$ cat src/serial_tx_pkg.sv
// Package of register map, field layouts and constants for the serial transmitter
package serial_tx_pkg;

  // ----------------------------------------------------------------
  // Register byte addresses
  // ----------------------------------------------------------------
  localparam logic [11:0] ADDR_TX_LOWER = 12'h000;
  localparam logic [11:0] ADDR_TX_UPPER = 12'h004;
  localparam logic [11:0] ADDR_STATUS = 12'h008;
  localparam logic [11:0] ADDR_ENABLE = 12'h00c;
  localparam logic [11:0] ADDR_FORMAT = 12'h010;
  localparam logic [11:0] ADDR_DIVISOR = 12'h014;
  localparam logic [11:0] ADDR_MODE = 12'h018;

  // ----------------------------------------------------------------
  // Field positions
  // ----------------------------------------------------------------
  // Status: bit0 complete flag (write 1 clears), bit1 buffer empty,
  // bit2 transmitter active
  localparam int ST_COMPLETE = 0;
  localparam int ST_EMPTY = 1;
  localparam int ST_ACTIVE = 2;
  // Enable register
  localparam int EN_TX = 0;
  localparam int EN_RX = 1;
  localparam int EN_OPEN_DRAIN = 2;
  localparam int EN_DOUBLE_SPEED = 3;
  // Mode register
  localparam int MD_LOOPBACK = 0;
  localparam int MD_SYNC = 1;
  localparam int MD_EXT_CLOCK = 2;
  localparam int MD_LINE_DRIVER = 3;
  // Format register: [2:0] size, [5:4] parity, [6] two stops
  localparam int FM_SIZE_LSB = 0;
  localparam int FM_PAR_LSB = 4;
  localparam int FM_TWO_STOP = 6;

  // ----------------------------------------------------------------
  // Encodings and reset values
  // ----------------------------------------------------------------
  localparam logic [2:0] SIZE_5 = 3'h0;
  localparam logic [2:0] SIZE_9 = 3'h4;
  localparam logic [1:0] PAR_NONE = 2'h0;
  localparam logic [1:0] PAR_EVEN = 2'h2;
  localparam logic [1:0] PAR_ODD = 2'h3;
  localparam logic [15:0] DIVISOR_RESET = 16'h0040;
  localparam logic [7:0] FORMAT_RESET = 8'h03;
  localparam int FRAC_BITS = 6;
  localparam int SAMPLES_NORMAL = 16;
  localparam int SAMPLES_DOUBLE = 8;
  localparam int SAMPLES_SYNC = 2;
  localparam logic [4:0] MIN_DATA_BITS = 5'h05;

  typedef enum {
    TX_IDLE,
    TX_START,
    TX_DATA,
    TX_PARITY,
    TX_STOP
  } tx_state_t;

endpackage

$ cat src/frac_baud_gen.sv
// Fractional bit-rate generator producing one tick per bit period
`timescale 1ns/10ps
module frac_baud_gen (
  input wire logic clk,
  input wire logic rst,
  input wire logic run,
  input wire logic [15:0] divisor,
  input wire logic [4:0] samples,
  input wire logic sync_mode,
  output logic bit_tick
);
  // Accumulator in 1/64 clock units; each clock adds 64, i.e.
  // tick when accumulated clocks*64 reach samples*divisor.
  logic [22:0] acc_q;
  logic [22:0] target;
  logic [22:0] step;

  // Target per bit: samples * divisor, integer part only when synchronous
  always_comb
  begin
    if (sync_mode)
      target = 23'({divisor[15:serial_tx_pkg::FRAC_BITS], 6'h00})
        * 23'(samples);
    else
      target = 23'(divisor) * 23'(samples);
    step = 23'(1) << serial_tx_pkg::FRAC_BITS;
  end

  // Remainder carried over so fraction stretches some bits by a cycle
  always_ff @(posedge clk)
  begin
    if (rst || !run)
      acc_q <= 23'h000000;
    else if (acc_q + step >= target)
      acc_q <= acc_q + step - target;
    else
      acc_q <= acc_q + step;
  end

  assign bit_tick = run && (acc_q + step >= target);
endmodule // frac_baud_gen

$ cat src/pin_sync.sv
// Two-flop synchroniser for asynchronous pin inputs
`timescale 1ns/10ps
module pin_sync (
  input wire logic clk,
  input wire logic rst,
  input wire logic din,
  output logic dout
);
  logic meta_q;
  logic sync_q;

  // Meta stage read only by the second stage
  always_ff @(posedge clk)
  begin
    if (rst)
    begin
      meta_q <= 1'b1;
      sync_q <= 1'b1;
    end
    else
    begin
      meta_q <= din;
      sync_q <= meta_q;
    end
  end

  assign dout = sync_q;
endmodule // pin_sync

$ cat src/serial_tx.sv
// Serial transmitter with fractional bit-rate generator and APB registers
//
// Behaviour
// - Frame: start bit, five to nine data bits, optional parity, one/two stops.
// - Parity bit follows last data bit, before first stop bit.
// - Start bit low, stop bits high, idle line high.
// - Next frame follows stop bit directly if data pending, else idle.
// - Divisor low six bits are a fraction that stretches bit timing.
// - Async rate is 64 times clock over samples times divisor.
// - Synchronous mode uses only divisor integer part, two samples per bit.
// - Writing buffer starts sending; word moves to shifter when it empties.
// - Complete flag sets when frame done and buffer empty.
// - Surplus upper data bits ignored for characters under eight bits.
// - Disable takes effect only once shifter and buffer are drained.
// - Disabled transmitter releases pin override and makes pin input.
// - Open-drain mode drives transmit pin only while low; pin is input when high.
// - Loopback routes transmit line internally to the receiver input.
// - One buffered word plus shifter.
// - Direction output serves as RS-485 line driver transmit enable.
// - Shift clock from fractional generator or from transfer clock pin.
`timescale 1ns/10ps
module serial_tx #(
  parameter int DATA_MAX = 9
) (
  input wire logic REF_CLK,
  input wire logic SYS_RST,
  input wire logic PSEL,
  input wire logic PENABLE,
  input wire logic PWRITE,
  input wire logic [11:0] PADDR,
  input wire logic [31:0] PWDATA,
  output logic [31:0] PRDATA,
  output logic PREADY,
  output logic PSLVERR,
  input wire logic TX_PIN_IN,
  output logic TX_PIN_OUT,
  output logic TX_PIN_OE,
  input wire logic RX_PIN_IN,
  input wire logic TRANSFER_CLOCK_PIN,
  output logic LINE_DRIVER_ENABLE,
  output logic RX_LINE,
  output logic PORT_OVERRIDE,
  output logic TX_COMPLETE_FLAG,
  output logic TX_BUFFER_EMPTY_FLAG
);

  // ----------------------------------------------------------------
  // Declarations
  // ----------------------------------------------------------------
  logic [15:0] divisor_q;
  logic [7:0] format_q;
  logic [3:0] enable_q;
  logic [3:0] mode_q;
  logic [8:0] hold_q;
  logic upper_q;
  logic full_q;
  logic complete_q;
  logic tx_active_q;
  serial_tx_pkg::tx_state_t state_q;
  logic [8:0] shift_q;
  logic [3:0] bit_cnt_q;
  logic stop_cnt_q;
  logic parity_q;
  logic line_q;
  logic xck_prev_q;
  logic wr_acc;
  logic rd_acc;
  logic addr_ok;
  logic load_shift;
  logic frame_end;
  logic tick;
  logic gen_tick;
  logic xck_s;
  logic rx_s;
  logic tx_in_s;
  logic [4:0] samples;
  logic [3:0] data_bits;
  logic [8:0] masked;

  // Data bits for the configured character size
  function automatic logic [3:0] size_bits(input logic [2:0] sz);
    if (sz > serial_tx_pkg::SIZE_9)
      return 4'(serial_tx_pkg::MIN_DATA_BITS);
    return 4'(sz) + 4'(serial_tx_pkg::MIN_DATA_BITS);
  endfunction

  // Keep only the configured number of data bits
  function automatic logic [8:0] mask_data(input logic [8:0] d,
                                           input logic [3:0] n);
    logic [8:0] m;
    m = 9'h1ff >> (4'(DATA_MAX) - n);
    return d & m;
  endfunction

  // ----------------------------------------------------------------
  // APB slave
  // ----------------------------------------------------------------
  assign wr_acc = PSEL && PENABLE && PWRITE;
  assign rd_acc = PSEL && !PENABLE && !PWRITE;
  assign PREADY = 1'b1;
  always_comb
  begin
    case (PADDR)
      serial_tx_pkg::ADDR_TX_LOWER,
      serial_tx_pkg::ADDR_TX_UPPER,
      serial_tx_pkg::ADDR_STATUS,
      serial_tx_pkg::ADDR_ENABLE,
      serial_tx_pkg::ADDR_FORMAT,
      serial_tx_pkg::ADDR_DIVISOR,
      serial_tx_pkg::ADDR_MODE: addr_ok = 1'b1;
      default: addr_ok = 1'b0;
    endcase
  end
  assign PSLVERR = PSEL && PENABLE && !addr_ok;

  // Read data registered in the setup phase, stable through the access
  always_ff @(posedge REF_CLK)
  begin
    if (SYS_RST)
      PRDATA <= 32'h00000000;
    else if (rd_acc)
    begin
      case (PADDR)
        serial_tx_pkg::ADDR_TX_UPPER: PRDATA <= {31'h0, upper_q};
        serial_tx_pkg::ADDR_STATUS:
          PRDATA <= {29'h0, tx_active_q, !full_q, complete_q};
        serial_tx_pkg::ADDR_ENABLE: PRDATA <= {28'h0, enable_q};
        serial_tx_pkg::ADDR_FORMAT: PRDATA <= {24'h0, format_q};
        serial_tx_pkg::ADDR_DIVISOR: PRDATA <= {16'h0, divisor_q};
        serial_tx_pkg::ADDR_MODE: PRDATA <= {28'h0, mode_q};
        default: PRDATA <= 32'h00000000;
      endcase
    end
  end

  // Configuration registers
  always_ff @(posedge REF_CLK)
  begin
    if (SYS_RST)
    begin
      divisor_q <= serial_tx_pkg::DIVISOR_RESET;
      format_q <= serial_tx_pkg::FORMAT_RESET;
      enable_q <= 4'h0;
      mode_q <= 4'h0;
    end
    else if (wr_acc)
    begin
      case (PADDR)
        serial_tx_pkg::ADDR_DIVISOR: divisor_q <= PWDATA[15:0];
        serial_tx_pkg::ADDR_FORMAT: format_q <= PWDATA[7:0];
        serial_tx_pkg::ADDR_ENABLE: enable_q <= PWDATA[3:0];
        serial_tx_pkg::ADDR_MODE: mode_q <= PWDATA[3:0];
        default: ;
      endcase
    end
  end

  // ----------------------------------------------------------------
  // Transmit buffer and flags
  // ----------------------------------------------------------------
  assign data_bits = size_bits(format_q[serial_tx_pkg::FM_SIZE_LSB +: 3]);
  assign masked = mask_data({upper_q, PWDATA[7:0]}, data_bits);

  // Upper ninth bit staged before the lower byte write
  always_ff @(posedge REF_CLK)
  begin
    if (SYS_RST)
      upper_q <= 1'b0;
    else if (wr_acc && PADDR == serial_tx_pkg::ADDR_TX_UPPER)
      upper_q <= PWDATA[0];
  end

  // One holding word beside the shifter; write arms it
  always_ff @(posedge REF_CLK)
  begin
    if (SYS_RST)
    begin
      hold_q <= 9'h000;
      full_q <= 1'b0;
    end
    else if (wr_acc && PADDR == serial_tx_pkg::ADDR_TX_LOWER
             && enable_q[serial_tx_pkg::EN_TX])
    begin
      hold_q <= masked;
      full_q <= 1'b1;
    end
    else if (load_shift)
      full_q <= 1'b0;
  end

  // Complete flag: set beats a same-cycle write-one clear
  always_ff @(posedge REF_CLK)
  begin
    if (SYS_RST)
      complete_q <= 1'b0;
    else if (frame_end && !full_q)
      complete_q <= 1'b1;
    else if (wr_acc && PADDR == serial_tx_pkg::ADDR_STATUS
             && PWDATA[serial_tx_pkg::ST_COMPLETE])
      complete_q <= 1'b0;
    else if (load_shift)
      complete_q <= 1'b0;
  end

  // ----------------------------------------------------------------
  // Bit timing
  // ----------------------------------------------------------------
  always_comb
  begin
    if (mode_q[serial_tx_pkg::MD_SYNC])
      samples = 5'(serial_tx_pkg::SAMPLES_SYNC);
    else if (enable_q[serial_tx_pkg::EN_DOUBLE_SPEED])
      samples = 5'(serial_tx_pkg::SAMPLES_DOUBLE);
    else
      samples = 5'(serial_tx_pkg::SAMPLES_NORMAL);
  end

  frac_baud_gen u_gen (
    .clk(REF_CLK),
    .rst(SYS_RST),
    .run(tx_active_q && state_q != serial_tx_pkg::TX_IDLE),
    .divisor(divisor_q),
    .samples(samples),
    .sync_mode(mode_q[serial_tx_pkg::MD_SYNC]),
    .bit_tick(gen_tick)
  );

  pin_sync u_xck (
    .clk(REF_CLK),
    .rst(SYS_RST),
    .din(TRANSFER_CLOCK_PIN),
    .dout(xck_s)
  );

  pin_sync u_rx (
    .clk(REF_CLK),
    .rst(SYS_RST),
    .din(RX_PIN_IN),
    .dout(rx_s)
  );

  pin_sync u_txin (
    .clk(REF_CLK),
    .rst(SYS_RST),
    .din(TX_PIN_IN),
    .dout(tx_in_s)
  );

  // Edge history of the synchronised transfer clock
  always_ff @(posedge REF_CLK)
  begin
    if (SYS_RST)
      xck_prev_q <= 1'b1; // Matches synchroniser reset, no false edge
    else
      xck_prev_q <= xck_s;
  end

  // Rising external clock edge starts a bit when clocked externally
  assign tick = mode_q[serial_tx_pkg::MD_EXT_CLOCK]
    ? (xck_s && !xck_prev_q && state_q != serial_tx_pkg::TX_IDLE)
    : gen_tick;

  // ----------------------------------------------------------------
  // Frame sequencer
  // ----------------------------------------------------------------
  assign frame_end = tick && state_q == serial_tx_pkg::TX_STOP
    && (stop_cnt_q || !format_q[serial_tx_pkg::FM_TWO_STOP]);
  assign load_shift = full_q && tx_active_q
    && (state_q == serial_tx_pkg::TX_IDLE || frame_end);

  always_ff @(posedge REF_CLK)
  begin
    if (SYS_RST)
    begin
      state_q <= serial_tx_pkg::TX_IDLE;
      shift_q <= 9'h000;
      bit_cnt_q <= 4'h0;
      stop_cnt_q <= 1'b0;
      parity_q <= 1'b0;
      line_q <= 1'b1;
    end
    else if (load_shift)
    begin
      state_q <= serial_tx_pkg::TX_START;
      shift_q <= hold_q;
      bit_cnt_q <= 4'h0;
      stop_cnt_q <= 1'b0;
      parity_q <= format_q[serial_tx_pkg::FM_PAR_LSB +: 2]
        == serial_tx_pkg::PAR_ODD;
      line_q <= 1'b0;
    end
    else if (tick)
    begin
      case (state_q)
        serial_tx_pkg::TX_START:
        begin
          state_q <= serial_tx_pkg::TX_DATA;
          line_q <= shift_q[0];
          parity_q <= parity_q ^ shift_q[0];
          shift_q <= shift_q >> 1;
          bit_cnt_q <= 4'h1;
        end
        serial_tx_pkg::TX_DATA:
        begin
          if (bit_cnt_q != data_bits)
          begin
            line_q <= shift_q[0];
            parity_q <= parity_q ^ shift_q[0];
            shift_q <= shift_q >> 1;
            bit_cnt_q <= bit_cnt_q + 4'h1;
          end
          else if (format_q[serial_tx_pkg::FM_PAR_LSB +: 2]
                   == serial_tx_pkg::PAR_EVEN
                   || format_q[serial_tx_pkg::FM_PAR_LSB +: 2]
                   == serial_tx_pkg::PAR_ODD)
          begin
            state_q <= serial_tx_pkg::TX_PARITY;
            line_q <= parity_q;
          end
          else
          begin
            state_q <= serial_tx_pkg::TX_STOP;
            line_q <= 1'b1;
          end
        end
        serial_tx_pkg::TX_PARITY:
        begin
          state_q <= serial_tx_pkg::TX_STOP;
          line_q <= 1'b1;
        end
        serial_tx_pkg::TX_STOP:
        begin
          if (!frame_end)
            stop_cnt_q <= 1'b1;
          else
          begin
            state_q <= serial_tx_pkg::TX_IDLE;
            line_q <= 1'b1;
          end
        end
        default:
        begin
          state_q <= serial_tx_pkg::TX_IDLE;
          line_q <= 1'b1;
        end
      endcase
    end
  end

  // Transmitter stays active until drained after a disable request
  always_ff @(posedge REF_CLK)
  begin
    if (SYS_RST)
      tx_active_q <= 1'b0;
    else if (enable_q[serial_tx_pkg::EN_TX])
      tx_active_q <= 1'b1;
    else if (!full_q && state_q == serial_tx_pkg::TX_IDLE)
      tx_active_q <= 1'b0;
  end

  // ----------------------------------------------------------------
  // Pin control
  // ----------------------------------------------------------------
  // Open drain drives low only; push-pull drives both levels
  always_comb
  begin
    PORT_OVERRIDE = tx_active_q;
    if (!tx_active_q)
    begin
      TX_PIN_OUT = 1'b0;
      TX_PIN_OE = 1'b0;
    end
    else if (enable_q[serial_tx_pkg::EN_OPEN_DRAIN])
    begin
      TX_PIN_OUT = 1'b0;
      TX_PIN_OE = !line_q;
    end
    else
    begin
      TX_PIN_OUT = line_q;
      TX_PIN_OE = 1'b1;
    end
  end

  // Loopback feeds the transmit line to the receiver input
  assign RX_LINE = mode_q[serial_tx_pkg::MD_LOOPBACK]
    ? (line_q & tx_in_s) : rx_s;
  assign LINE_DRIVER_ENABLE = mode_q[serial_tx_pkg::MD_LINE_DRIVER]
    && state_q != serial_tx_pkg::TX_IDLE;
  assign TX_COMPLETE_FLAG = complete_q;
  assign TX_BUFFER_EMPTY_FLAG = !full_q;

endmodule // serial_tx

$ cat config.mk
export PLATFORM = sky130hd
export DESIGN_NAME = serial_tx
export DESIGN_NICKNAME = d
export VERILOG_FILES = /design/src/serial_tx_pkg.sv /design/src/frac_baud_gen.sv /design/src/pin_sync.sv /design/src/serial_tx.sv
export SDC_FILE = /design/constraint.sdc
export NUM_CORES = 1
export LEC_CHECK = 0
export BUFFER_PORTS_ARGS = -buffer_cell sky130_fd_sc_hd__buf_2
export CORE_MARGIN = 2
export CORE_UTILIZATION = 30
export DETAILED_ROUTE_END_ITERATION = 8
export GPL_TIMING_DRIVEN = 0
export HOLD_SLACK_MARGIN = 0.12
export REMOVE_ABC_BUFFERS = 1
export SLEW_MARGIN = 20
export SYNTH_ARGS = -nofsm -noshare
export SYNTH_HDL_FRONTEND = slang
export SYNTH_SLANG_ARGS = --single-unit
$ cat constraint.sdc
create_clock -name REF_CLK -period 13.4 [get_ports REF_CLK]
set_input_delay 2.01 -clock REF_CLK [delete_from_list [all_inputs] [get_ports REF_CLK]]
set_output_delay 2.01 -clock REF_CLK [all_outputs]
set_load 0.005 [all_outputs]
==> results.toml <==
[worst_setup_path]
cp_common_cell = "ha_1"
cp_max_fo = 36
critical_path_class = "reg -> reg"
slowest_delay_ps = 790
required_ps = 13710
critPathSlowestCell = "nor2_1"
worst_ep_arrival_time_ps = 8120
start_kind = "flop"
path_delay_family = "compound AO/OA/AOI/OAI gates"
path_buf_inv = 0
path_cells = "nor2_1 -> and2_1 -> ha_1 -> fa_1 -> ha_1 -> ha_1 -> fa_1 -> a21o_1 -> a21oi_1 -> nor2b_1 -> o311ai_0 -> a21oi_1 -> a221oi_1 -> nor4b_1 -> a211oi_1 -> ha_1 -> and3_1 -> and4_1 -> a21boi_2 -> o21ai_1 -> a21o_1 -> nand2_1 -> and3b_1"
end_kind = "flop"

[die]
initial_core_util_pct = 30.33
die-area_sq_um = 28430
die_h_um = 168.6
core-area_sq_um = 26800
io_pins = 93
num_rows = 60
die_w_um = 168.6

[final_layout]
fin_nets = 1181
antenna_cells = 0
finalInstanceArea_sq_um = 8972
drive_gt1_share_pct = 10.14
area_growth_pct = 10.39
final_cells = 1377

[routing]
drc = 0
detail-route-antenna-nets = 0
wl_per_cell_um = 13.99
vias = 6989
drt_iter0_drc = 393
dr.pass1.iters = 5
wl_um = 19270
viasPerCell = 5.076

[min_path]
holdCritPathClass = "reg -> reg"

[placement]
place_inst = 1361
dpl-instance-area_sq_um = 8655
place_ws_ps = 4923
place.port_buffers = 59
place_hpwl_um = 14720
gp_congestion = 0.8394

[logic_synthesis]
seq_area_frac_synth_pct = 26.85
synth_area_sq_um = 8128
synth_warnings = 0
synth_area_per_cell_sq_um = 8.160
synth-edff-count = 0
async_flop_share_pct = 0
ys_ff_latch = 109
syn_inst = 996
synth_flop_cell = "dfxtp_1"
synth.distinct_cells = 77

[sta]
hold_violations = 0
tightest_slew_ps = 1139
timing.final.ws_setup_ps = 5588
fin_crit_ps = 7812
setup_tns_ps = 0
fin_skew_ps = 13.05
max_freq_ghz = 0.1280
setup_viol = 0
post-route-period-util_pct = 58.30
final_max_slew_viol_count = 0
rsz0062_at_grt = "false"
slew_headroom_pct = 23.37

[cts]
cts_resized = 0
cts_sinks = 109
cts_buffer_depth = 2
post_cts_buffers = 0
cts.clk_slew.worst_paths_ps = 90
cts_tree = "done"
h-tree-depth = 3
hold_buffers = 0
clockRootBuffer = "clkbuf_16"
insertion_delay_ps = 370
cts_buffers = 9

[pwr]
total_power_mw = 0.6295
p_per_area_nw_per_um2 = 70.16
p_leak_nw = 3.941
ir_drop_mv = 0.07119

[global_route]
grt_usage_pct = 13.81
antenna_found_initial = 0
grt_pass1_vias = 6675
grt_pass1_wl_um = 32650
gr-total-overflow = 0
grt_max_degree = 81

[run]
maxCapViolations = 0

[outcome]
status = "finished, final reports clean"
## path summary, 6_finish.rpt
kind	startpoint	to	slack (ps)	cells past startpoint
setup / recovery	mode_q[1]	bit_cnt_q[2]	5590	23
hold / removal	u_rx.meta_q	u_rx.dout	410	1
setup reg to reg	mode_q[1]	bit_cnt_q[2]	5590	23
hold reg to reg	u_rx.meta_q	u_rx.dout	410	1
## power by group
group / internal, mW / switching (mW)
combinational: 0.00847 / 0.0164
clock: 0.135 / 0.145
sequential: 0.325 / 0.000618
## synth_stat cells (all sizes together) (3+ instances only)
library cell    n  share of area (%)
o31ai           6               0.62
clkbuf         30                1.4
or2            10               0.77
a211oi         18                1.7
nand4b          3               0.32
a21oi          75                4.6
inv            50                2.3
nand2b          9               0.69
nor4            6               0.54
or4             3               0.28
o211ai          5               0.46
nor2          109                5.1
o21ai          30                1.9
buf            24                2.1
a21boi          3               0.32
a211o           3               0.32
nor3           30                2.0
and3b           3               0.32
a31oi           7               0.54
o2111ai         3               0.32
nor2b           7               0.54
dfxtp         109                 27
or3             5               0.38
o21a            5               0.46
nand4          13                1.2
ha             83                 13
nand2          88                4.1
mux2i          40                4.9
a221oi          3               0.40
a22oi          11                1.0
fa             15                3.7
a41oi           3               0.32
xnor2          30                3.2
and2           45                3.5
o221ai          3               0.32
nand3          37                2.3
xor2           18                1.9
and3            8               0.62
a21o           15                1.4
o311ai          3               0.32
and4            4               0.43
## registers in the layout, indices dropped and copies added, names as in the netlist, 3 cells and up
name / count
shift_q: 9
state_q: 3
u_gen.acc_q: 22
enable_q: 4
hold_q: 9
format_q: 8
divisor_q: 16
mode_q: 4
PRDATA: 16
bit_cnt_q: 4
## metal layers
metal,track usage (%),share of wire (%),vias to the layer above
met1,18.76,50,3334
met4,2.586,1.1,0
met5,0,0,-
met2,23.24,46,83
li1,-,-,3558
met3,2.338,2.5,14
## cell families (layout without fill, tap and decap cells)
| kind of cell | Yosys count | count (layout) | synth area share, % |
|---|---|---|---|
| other | 2 | 20 | 0.09240 |
| DFF | 109 | 109 | 26.85 |
| and+or+nand+nor | 388 | 388 | 23.86 |
| xor gates and xnor gates | 48 | 48 | 5.172 |
| AOI/OAI and AO/OA | 207 | 207 | 16.84 |
| muxes | 40 | 40 | 4.926 |
| adders and majority gates | 98 | 98 | 16.47 |
| buffers and inverters | 104 | 126 | 5.788 |
## cell usage in the layout (no fill, tap or decap), drive strengths merged, types with 5 or more instances in the layout
cell type	Yosys	routed
a211oi	18	18
a21o	15	15
a21oi	75	75
a22oi	11	11
a31oi	7	7
and2	45	45
and3	8	8
buf	24	60
clkbuf	30	9
clkinv	0	5
conb	2	20
dfxtp	109	109
fa	15	15
ha	83	83
inv	50	52
mux2i	40	40
nand2	88	88
nand2b	9	9
nand3	37	37
nand4	13	13
nor2	109	109
nor2b	7	7
nor3	30	30
nor4	6	6
o211ai	5	5
o21a	5	5
o21ai	30	30
o31ai	6	6
or2	10	10
or3	5	5
xnor2	30	30
xor2	18	18
## cell type report
class | instances | area (sq um)
fill | 2793 | 17830
multi-input combinational | 801 | 5555
sequential | 109 | 2183
tap | 341 | 426.7
timing repair buffer | 60 | 305.3
clock buffer | 9 | 225.2
inverter | 50 | 187.7
clock inverter | 7 | 88.84
## through the flow
stage / util (%) / hold WS [ps]
floorplan: - / 389.5
global placement: 32.22 / 392.5
detailed placement: 32.29 / 394.9
CTS: 33.46 / 416.5
global route: 33.48 / 426.6
finish: 33.48 / 413.9
No activity file was read; power rests on OpenSTA's default activity.
